`src/shaft_pkg.sv`:
```
// Constants, register map and types for the shaft encoder decoder.
package shaft_pkg;
  localparam int unsigned CLK_HZ = 50_000_000;
  localparam int unsigned SAMPLE_HZ = 256;
  localparam int unsigned STEP_MS = 4;
  localparam int unsigned MIN_PULSE_US = 300;
  localparam int unsigned BASE_CYC = CLK_HZ / SAMPLE_HZ;
  localparam int unsigned STEP_CYC = CLK_HZ / 1000 * STEP_MS;
  // Four samples per shortest pulse so a 300 us pulse is never missed.
  localparam int unsigned FAST_CYC = CLK_HZ / 1_000_000 * MIN_PULSE_US / 4;
  localparam int DIV_W = 18;
  localparam int FAST_W = 12;
  localparam int DI_N = 8;
  localparam int PAIR_W = 2;
  localparam int ADDR_W = 8;
  localparam int DATA_W = 32;
  localparam int IVL_W = 8;
  localparam int CNT_W = 17;
  localparam int SCALE_W = 16;
  localparam int VAL_W = 32;
  localparam logic [ADDR_W-1:0] CTRL_OFF = 8'h00;
  localparam logic [ADDR_W-1:0] IVL_OFF = 8'h04;
  localparam logic [ADDR_W-1:0] PRESET_OFF = 8'h08;
  localparam logic [ADDR_W-1:0] CMD_OFF = 8'h0C;
  localparam logic [ADDR_W-1:0] SCALE_OFF = 8'h10;
  localparam logic [ADDR_W-1:0] STATUS_OFF = 8'h14;
  localparam logic [ADDR_W-1:0] COUNT_OFF = 8'h18;
  localparam logic [ADDR_W-1:0] VALUE_OFF = 8'h1C;
  localparam logic [ADDR_W-1:0] MID_OFF = 8'h20;
  localparam int CTRL_EN_BIT = 0;
  localparam int CTRL_STYLE_LSB = 1;
  localparam int CTRL_PAIR_LSB = 4;
  localparam int CMD_PRESET_BIT = 0;
  localparam int ST_ODD_BIT = 0;
  localparam int ST_EVEN_BIT = 1;
  localparam int ST_EN_BIT = 2;
  localparam logic [SCALE_W-1:0] SCALE_RST = 16'h0001;
  localparam logic signed [CNT_W-1:0] CNT_MAX = 17'sh0_8000;
  localparam logic signed [CNT_W-1:0] CNT_MIN = 17'sh1_8000;
  localparam logic [1:0] TRANS_NONSEQ_BIT = 2'h2;
  typedef enum logic [2:0] {
    STY_NONE = 3'h0,
    STY_QUAD = 3'h1,
    STY_CDIR = 3'h2,
    STY_UPDN = 3'h3,
    STY_SHORT = 3'h4
  } style_t;
endpackage

```
`src/shaft_encoder_decoder.sv`:
```
// Shaft encoder decoder with an AHB-Lite register slave.
module shaft_encoder_decoder #(
  parameter int unsigned BASE_DIV = shaft_pkg::BASE_CYC,
  parameter int unsigned STEP_DIV = shaft_pkg::STEP_CYC,
  parameter int unsigned FAST_DIV = shaft_pkg::FAST_CYC
) (
  input wire logic hclk,
  input wire logic hresetn,
  input wire logic hsel,
  input wire logic [31:0] haddr,
  input wire logic [1:0] htrans,
  input wire logic hwrite,
  input wire logic [2:0] hsize,
  input wire logic [shaft_pkg::DATA_W-1:0] hwdata,
  input wire logic hready,
  output logic hreadyout,
  output logic hresp,
  output logic [shaft_pkg::DATA_W-1:0] hrdata,
  input wire logic [shaft_pkg::DI_N-1:0] di_in,
  output logic odd_input_state,
  output logic even_input_state
);
  import shaft_pkg::*;

  ////////////////////////////////////////////////////////////////////
  logic ph_q;
  logic ph_wr_q;
  logic [ADDR_W-1:0] ph_addr_q;
  logic [DATA_W-1:0] hrdata_q;
  logic en_q;
  style_t style_q;
  logic [PAIR_W-1:0] pair_q;
  logic [IVL_W-1:0] ivl_q;
  logic signed [VAL_W-1:0] preset_q;
  logic signed [SCALE_W-1:0] scale_q;
  logic signed [CNT_W-1:0] count_q;
  logic signed [VAL_W-1:0] value_q;
  logic signed [VAL_W-1:0] mid_q;
  logic [DIV_W-1:0] base_cnt_q;
  logic [DIV_W-1:0] step_cnt_q;
  logic [FAST_W-1:0] fast_cnt_q;
  logic [IVL_W-1:0] ivl_cnt_q;
  logic [DI_N-1:0] di_m_q;
  logic [DI_N-1:0] di_s_q;
  logic pa_q;
  logic pb_q;
  logic odd_q;
  logic even_q;

  ////////////////////////////////////////////////////////////////////
  // The slave never stretches a transfer and every answer is OKAY; hsize
  // is not decoded because only whole-word access is supported.
  wire addr_ok = hsel & hready & htrans[1];
  wire [ADDR_W-1:0] a_addr = haddr[ADDR_W-1:0];
  wire wr_en = ph_q & ph_wr_q;
  wire wr_ctrl = wr_en & (ph_addr_q == CTRL_OFF);
  wire wr_ivl = wr_en & (ph_addr_q == IVL_OFF);
  wire wr_preset = wr_en & (ph_addr_q == PRESET_OFF);
  wire wr_scale = wr_en & (ph_addr_q == SCALE_OFF);
  wire preset_w = wr_en & (ph_addr_q == CMD_OFF) & hwdata[CMD_PRESET_BIT];
  wire [DATA_W-1:0] ctrl_rd = DATA_W'({pair_q, style_q, en_q});
  wire [DATA_W-1:0] stat_rd = DATA_W'({en_q, even_q, odd_q});
  wire [DATA_W-1:0] rd_mux =
    (a_addr == CTRL_OFF) ? ctrl_rd :
    (a_addr == IVL_OFF) ? DATA_W'(ivl_q) :
    (a_addr == PRESET_OFF) ? preset_q :
    (a_addr == SCALE_OFF) ? DATA_W'(signed'(scale_q)) :
    (a_addr == STATUS_OFF) ? stat_rd :
    (a_addr == COUNT_OFF) ? DATA_W'(signed'(count_q)) :
    (a_addr == VALUE_OFF) ? value_q :
    (a_addr == MID_OFF) ? mid_q : '0;

  assign hreadyout = 1'b1;
  assign hresp = 1'b0;
  assign hrdata = hrdata_q;

  always_ff @(posedge hclk or negedge hresetn) begin
    if (!hresetn) begin
      ph_q <= 1'b0;
      ph_wr_q <= 1'b0;
      ph_addr_q <= '0;
      hrdata_q <= '0;
    end else begin
      ph_q <= addr_ok;
      ph_wr_q <= hwrite;
      ph_addr_q <= a_addr;
      if (addr_ok && !hwrite) begin
        hrdata_q <= rd_mux;
      end
    end
  end

  always_ff @(posedge hclk or negedge hresetn) begin
    if (!hresetn) begin
      en_q <= 1'b0;
      style_q <= STY_QUAD;
      pair_q <= '0;
      ivl_q <= '0;
      preset_q <= '0;
      scale_q <= SCALE_RST;
    end else begin
      if (wr_ctrl) begin
        en_q <= hwdata[CTRL_EN_BIT];
        style_q <= style_t'(hwdata[CTRL_STYLE_LSB +: 3]);
        pair_q <= hwdata[CTRL_PAIR_LSB +: PAIR_W];
      end
      if (wr_ivl) begin
        ivl_q <= hwdata[IVL_W-1:0];
      end
      if (wr_preset) begin
        preset_q <= hwdata;
      end
      if (wr_scale) begin
        scale_q <= hwdata[SCALE_W-1:0];
      end
    end
  end

  ////////////////////////////////////////////////////////////////////
  // Sample pacing: 256 Hz base tick, 4 ms interval steps, fast tick for short pulses
  wire base_tick = base_cnt_q == DIV_W'(BASE_DIV - 1);
  wire step_tick = step_cnt_q == DIV_W'(STEP_DIV - 1);
  wire fast_tick = fast_cnt_q == FAST_W'(FAST_DIV - 1);
  wire ivl_hit = step_tick & (ivl_cnt_q == ivl_q - 8'h01);

  always_ff @(posedge hclk or negedge hresetn) begin
    if (!hresetn) begin
      base_cnt_q <= '0;
      step_cnt_q <= '0;
      fast_cnt_q <= '0;
      ivl_cnt_q <= '0;
    end else begin
      base_cnt_q <= base_tick ? '0 : base_cnt_q + 1'b1;
      step_cnt_q <= step_tick ? '0 : step_cnt_q + 1'b1;
      fast_cnt_q <= fast_tick ? '0 : fast_cnt_q + 1'b1;
      // A new interval restarts the interval count but not step_cnt_q, so the first sample can come up to one step short of an interval away.
      if (wr_ivl) begin
        ivl_cnt_q <= '0;
      end else if (step_tick) begin
        ivl_cnt_q <= ivl_hit ? '0 : ivl_cnt_q + 1'b1;
      end
    end
  end

  wire is_quad = style_q == STY_QUAD;
  wire is_cdir = style_q == STY_CDIR;
  wire is_short = style_q == STY_SHORT;
  wire is_pair = is_short | (style_q == STY_UPDN);
  wire samp = en_q & (is_short ? fast_tick : (ivl_q == '0) ? base_tick : ivl_hit);

  ////////////////////////////////////////////////////////////////////
  // odd/even pair select
  wire a_s = di_s_q[{pair_q, 1'b0}];
  wire b_s = di_s_q[{pair_q, 1'b1}];
  wire a_chg = a_s ^ pa_q;
  wire b_chg = b_s ^ pb_q;
  wire a_rise = a_s & ~pa_q;
  wire b_rise = b_s & ~pb_q;
  wire q_move = a_chg ^ b_chg;
  wire q_up = a_s ^ pb_q;
  wire inc_w = is_quad ? (q_move & q_up) :
               is_cdir ? (a_rise & b_s) :
               is_pair ? (a_rise & ~b_rise) : 1'b0;
  wire dec_w = is_quad ? (q_move & ~q_up) :
               is_cdir ? (a_rise & ~b_s) :
               is_pair ? (b_rise & ~a_rise) : 1'b0;
  wire signed [CNT_W+SCALE_W-1:0] prod_w = count_q * scale_q;
  wire signed [VAL_W-1:0] prod_v = VAL_W'(prod_w);

  // Pins are asynchronous, so two stages guard against metastability.
  always_ff @(posedge hclk or negedge hresetn) begin
    if (!hresetn) begin
      di_m_q <= '0;
      di_s_q <= '0;
      odd_q <= 1'b0;
      even_q <= 1'b0;
    end else begin
      di_m_q <= di_in;
      di_s_q <= di_m_q;
      odd_q <= a_s;
      even_q <= b_s;
    end
  end

  assign odd_input_state = odd_q;
  assign even_input_state = even_q;

  always_ff @(posedge hclk or negedge hresetn) begin
    if (!hresetn) begin
      pa_q <= 1'b0;
      pb_q <= 1'b0;
      count_q <= '0;
    end else if (samp) begin
      pa_q <= a_s;
      pb_q <= b_s;
      if (inc_w && count_q != CNT_MAX) begin
        count_q <= count_q + 17'sh0_0001;
      end else if (dec_w && count_q != CNT_MIN) begin
        count_q <= count_q - 17'sh0_0001;
      end
    end
  end

  // The midpoint reference makes later counts independent of the preset count.
  always_ff @(posedge hclk or negedge hresetn) begin
    if (!hresetn) begin
      mid_q <= '0;
      value_q <= '0;
    end else if (preset_w) begin
      mid_q <= preset_q - prod_v;
      value_q <= preset_q;
    end else if (en_q) begin
      value_q <= mid_q + prod_v;
    end
  end

  ////////////////////////////////////////////////////////////////////
  // The pacing checks time real samples, so a broken gate on samp shows up.
  wire base_mode = en_q & ~is_short & (ivl_q == '0);
  wire ivl_mode = en_q & ~is_short & (ivl_q != '0);
  logic [DIV_W-1:0] gap_q;
  logic seen_q;
  logic [IVL_W:0] steps_q;
  logic ivl_seen_q;
  // Seen flags drop whenever the pacing mode changes, so a mode switch is never judged.
  always_ff @(posedge hclk or negedge hresetn) begin
    if (!hresetn) begin
      gap_q <= '0;
      seen_q <= 1'b0;
      steps_q <= '0;
      ivl_seen_q <= 1'b0;
    end else begin
      gap_q <= samp ? '0 : gap_q + 1'b1;
      seen_q <= base_mode & (seen_q | samp);
      steps_q <= samp ? '0 : steps_q + {{IVL_W{1'b0}}, step_tick};
      ivl_seen_q <= ivl_mode & ~wr_ivl & (ivl_seen_q | samp);
    end
  end
endmodule // shaft_encoder_decoder

```
`config.mk`:
```
export PLATFORM = sky130hd
export DESIGN_NAME = shaft_encoder_decoder
export DESIGN_NICKNAME = d
export VERILOG_FILES = /design/src/shaft_pkg.sv /design/src/shaft_encoder_decoder.sv
export SDC_FILE = /design/constraint.sdc
export NUM_CORES = 1
export LEC_CHECK = 0
export ABC_AREA = 0
export BUFFER_PORTS_ARGS = -buffer_cell sky130_fd_sc_hd__buf_2
export CORE_MARGIN = 2
export CORE_UTILIZATION = 45
export CTS_CLUSTER_DIAMETER = 60
export DETAILED_ROUTE_END_ITERATION = 10
export PLACE_DENSITY = 0.67
export SLEW_MARGIN = 20
export SYNTH_ARGS = -nofsm -noshare
export SYNTH_HDL_FRONTEND = slang
export SYNTH_SLANG_ARGS = --single-unit
```
`constraint.sdc`:
```
create_clock -name hclk -period 10.5 [get_ports hclk]
set_clock_uncertainty 0.05 [all_clocks]
set_input_delay 1.05 -clock hclk [delete_from_list [all_inputs] [get_ports hclk]]
set_output_delay 1.05 -clock hclk [all_outputs]
set_load 0.05 [all_outputs]
```
After elaboration in Yosys (flattened, before gate mapping):

Index checks and enable logic that the tools add are counted.

* add/subtract/negate cells: 9
* multiply operators: 1
* div/mod/pow operators: 0
* $lt $le $gt $ge: 2
* equality and inequality tests: 21
* shift operators: 0
* multiplexer cells: 30
* bitwise gates (word level): 30
* reduce and logical (&&, ||, !) cells: 11

Operators with widths (count)
* $mux W32: 10
* $eq A8 B5 Y1 const B: 5
* $add A18 B1 Y18 const B: 2
* $eq A18 B18 Y1 const B: 2
* $mux W18: 2
* $mux W17: 2
* $add A32 B32 Y32: 1
* $mul A17 B16 Y32: 1
* $sub A32 B32 Y32: 1
* $eq A8 B4 Y1 const B: 3
* $logic_not A8 Y1: 3
* $mux W8: 3
* $and A1 B1 Y1: 19
* $add A17 B2 Y17 const B: 1
* $ne A17 B16 Y1 const B: 1
* $ne A17 B17 Y1 const B: 1
* $sub A17 B2 Y17 const B: 1
* $eq A8 B3 Y1 const B: 2
* $add A12 B1 Y12 const B: 1
* $eq A12 B12 Y1 const B: 1
* $mux W12: 1
* $mux W1: 10
* $add A8 B1 Y8 const B: 1
* $eq A8 B6 Y1 const B: 1
* 14 further kinds: 29

* flip-flop bits (word level): 261
* bits in latches: 0
* bits in writable memories: 0
* memory bits (read-only): 0
* output and inout port bits: 36
* logic and storage cells: 127
* memories kept: 0

Longest topological paths before layout:

* word-level depth: 11
* depth in mapped cells: 36
* gate-level depth less buffers: 34

Worst setup path before layout:

Ideal clock, no wire load.

* path type: reg2reg
* start point: register count_q[2]
* end point: register mid_q[30]
* library setup time: 0.133 ns
* arrival: 7.555 ns
* slack: 2.762 ns
* cell stages (with the launch flop): 34
* path buffers: 3
* period minus slack after synthesis: 7.738 ns
* cell sequence: dfrtp_1 clkbuf_1 clkbuf_1 nand2_1 fa_1 inv_1 fa_1 ha_1 fa_1 inv_1 fa_1 fa_1 inv_1 ha_1 clkbuf_1 a211oi_1 a21oi_1 o31ai_1 nand2_1 a21o_1 a21o_1 a21o_1 a21o_1 xnor2_1 ha_1 a21o_1 a21o_1 or3_1 a211oi_1 o311ai_0 a31oi_1 a211oi_1 xnor2_1 o21ai_0

* word-level cells in the longest chain between the ends: 2

Ends and longest elaborated chain
* from (decl): RTL line shaft_encoder_decoder.sv:36 `logic signed [CNT_W-1:0] count_q;`
* from (signal assigned): RTL line shaft_encoder_decoder.sv:197 `count_q <= count_q + 17'sh0_0001;`
* from (signal assigned): RTL line shaft_encoder_decoder.sv:199 `count_q <= count_q - 17'sh0_0001;`
* $mul A17 B16 Y32: RTL line shaft_encoder_decoder.sv:167 `wire signed [CNT_W+SCALE_W-1:0] prod_w = count_q * scale_q;`
* $sub A32 B32 Y32: RTL line shaft_encoder_decoder.sv:210 `mid_q <= preset_q - prod_v;`
* to (signal assigned): RTL line shaft_encoder_decoder.sv:210
* to (decl): RTL line shaft_encoder_decoder.sv:38 `logic signed [VAL_W-1:0] mid_q;`

No other way between the ends.
A chain may end at the register's enable or synchronous reset.

Worst setup path in the final report:

* start point: register count_q[6]
* end point: register mid_q[30]

The elaborated chain is that of the path after synthesis.

==> impl_metrics.ini <==
[clocking]
cts_resized = 0
cts_tree = done
cts-root-buf = clkbuf_16
path_clk_slew_ps = 60
clock_latency_ps = 570
cts_setup_buffers = 0
hold_buffers = 0
clkSinkCount = 261
clock_path_buffers = 3
htreeDepth = 1
cts_buffers = 30

[logic_synthesis]
ys_warn_count = 0
synth.area.top_cells = dfrtp_1 25%, fa_1 21%, ha_1 8.3%
synth_edf_count = 0
yosysTopAreaCellShare = 0.255
ys_types = 89
synth_compound_area_frac = 0.120
synth_flop_cell = dfrtp_1
yosysMostFrequentCell = inv_1
synth.yosys.seq_area_share = 0.257
yosys-top-cells-count = 374 x inv_1, 303 x nand2_1, 273 x fa_1
synth_nets = 3242
synth_top_family_by_area = adder cells
avgSynthCellArea_um2 = 9.36
synthXorXnorAreaFrac = 0.0555
syn_inst = 2718
yosys.area_share.adder = 0.298
ys_ff_latch = 261
synthArstFlopShare = 1.00
syn_area_um2 = 25400
synthMuxAreaShare = 0.0414
synthSimpleGateAreaFrac = 0.154
synth_top_area_cell = dfrtp_1

[sta]
setup_viol = 0
tns_ps = 0
period_needed_ps = 9120
worstMarginPinSlew_ps = 1030
report.final.slew_viol_count = 0
period_share = 0.869
hold_viol = 0
rsz0062_at_grt = false
fmaxAchievable_ghz = 0.110
timing.slew.headroom = 0.307

[detailed_routing]
drt_iter0_drc = 1639
via_per_inst = 5.54
antenna_left = 0
drc_errors = 0
routed-via-count = 19500
routedWlPerCell_um = 18.7
routed_wl_um = 65900
dr.pass1.iters = 6

[critical_path]
critical_path.max_stage_delay_ps = 910
r2r_slack_ps = 1380
crit_required_ps = 10860
crit_type = flop to flop
endpoint_kind = flop
critical_path.reg2reg.startpoint = count_q[6]
cp_slowest_cell = dfrtp_1
cp.arrival_ps = 9480
crit_start = count_q[6]
start_kind = flop
worst_r2r_path_depth = 32
critPathTopFamily = adder cells
crit_buf_inv = 5
path_max_fanout = 20
r2r-end = mid_q[30]

[power]
sw_frac_of_total = 0.259
power.leakage_nw = 13.3
p_int_mw = 1.78
power_density_nw_per_um2 = 87.1
p_sw_uw = 623
clkPwrFrac = 0.478
ir_drop_mv = 0.190
seq_power_share = 0.445
power_frac_comb = 0.077

[flow_run]
cap_violations = 0

[floorplan]
die_y_um = 242
core_um2 = 56200
rows = 87
num_io_pins = 118
die_area_um2 = 58400
initial_core_util = 0.453
die_w_um = 242

[place]
placed_area_um2 = 26500
portBuffers = 87
placed_cells = 3458
gp_congestion = 0.928
hpwl_um = 49200

[finish]
finish.utilization = 0.492
drive_above_1_share = 0.0967
final_nets = 3260
num-fill-cells = 5214
fin_cells = 3518
fin_area_um2 = 27600
synthToLayoutAreaGrowth_pct = 8.71

[grt]
grt_max_degree = 119
antenna_found_initial = 2
grt_pass1_vias = 20100
grt_pass1_wl_um = 108000
overflow = 0
grt_usage = 0.229

[outcome]
status = finished clean

[worst_hold_path]
worstHoldPathCells = 0
hp-start = di_m_q[6]
hp-class = flop to flop
hold_path_end = di_s_q[6]
==> layout make-up <==
cell class                      count  area [µm²]  share of cell area
Antenna cell                        2        5.00            0.000181
Clock buffer                       33         803              0.0291
Clock inverter                     23         283              0.0102
Inverter                          375        1410              0.0509
Multi-Input combinational cell   1962       17000               0.617
Sequential cell                   261        6540               0.236
Tap cell                          756         946              0.0342
Timing Repair Buffer              106         621              0.0224
==> cells by family (layout without fill, tap and decap cells) <==
| kind of cell | Yosys count | count (layout) |
|---|---|---|
| adder cells (fa/ha/maj) | 442 | 442 |
| multiplexers | 94 | 94 |
| buffers and inverters | 495 | 537 |
| other | 2 | 4 |
| XOR/XNOR | 161 | 161 |
| AO/OA/AOI/OAI | 470 | 470 |
| AND/OR/NAND/NOR | 793 | 793 |
| flip-flops | 261 | 261 |
==> metrics by stage <==
step	total power, mW	hold slack [ps]	worst slack, ps
after floorplan	1.19	281	2760
after global placement	1.27	283	1590
after detailed placement	1.27	286	1600
after CTS	2.43	301	1510
after global routing	2.50	303	941
final	2.41	298	1380
==> power groups by stage <==
stage               Sequential, mW  Combinational (mW)  Clock, mW
finish                        1.07               0.186       1.15
global route                  1.07               0.208       1.22
floorplan                     1.07               0.120          0
global placement              1.09               0.179          0
detailed placement            1.09               0.185          0
CTS                           1.07               0.186       1.17
==> metal layers <==
metal  wire length [µm]  up-vias  global-route usage
met2              31100      619               0.376
met1              28700     9775               0.314
met4               2090        0              0.0701
met5                  0        -                   0
met3               3960      123              0.0324
li1                   -     8977                   -
==> cell usage in the layout, fill, tap and decap left out, drive strengths merged, types with 22 or more instances in the layout <==
| cell type | count |
|---|---|
| mux2i | 23 |
| dfrtp | 259 |
| clkbuf | 33 |
| ha | 169 |
| a21o | 36 |
| inv | 379 |
| xnor2 | 93 |
| fa | 273 |
| mux2 | 69 |
| buf | 106 |
| nor3 | 35 |
| nand3 | 45 |
| nor2 | 119 |
| nand2b | 25 |
| a21oi | 105 |
| xor2 | 68 |
| o21ai | 165 |
| and2 | 135 |
| nor2b | 26 |
| and3 | 22 |
| nand2 | 303 |
==> sequential cells by signal, summed over array words and instances (netlist names), 2 cells and up <==
register and cells:
style_q 3, base_cnt_q 18, preset_q 32, di_m_q 8
di_s_q 8, ivl_q 8, value_q 32, count_q 17
step_cnt_q 18, ivl_cnt_q 8, scale_q 16, mid_q 32
pair_q 2, hrdata 32, fast_cnt_q 12, ph_addr_q 8
==> how the worst max path moves through the flow <==
stage / end / slack [ps] / depth (start not counted)
finish: mid_q[30] / 1380 / 32
global route: mid_q[30] / 940 / 32
detailed placement: mid_q[30] / 1600 / 31
global placement: mid_q[30] / 1590 / 32
floorplan: mid_q[30] / 2760 / 33
CTS: mid_q[30] / 1510 / 32
Power figures use the tool's default switching activity.
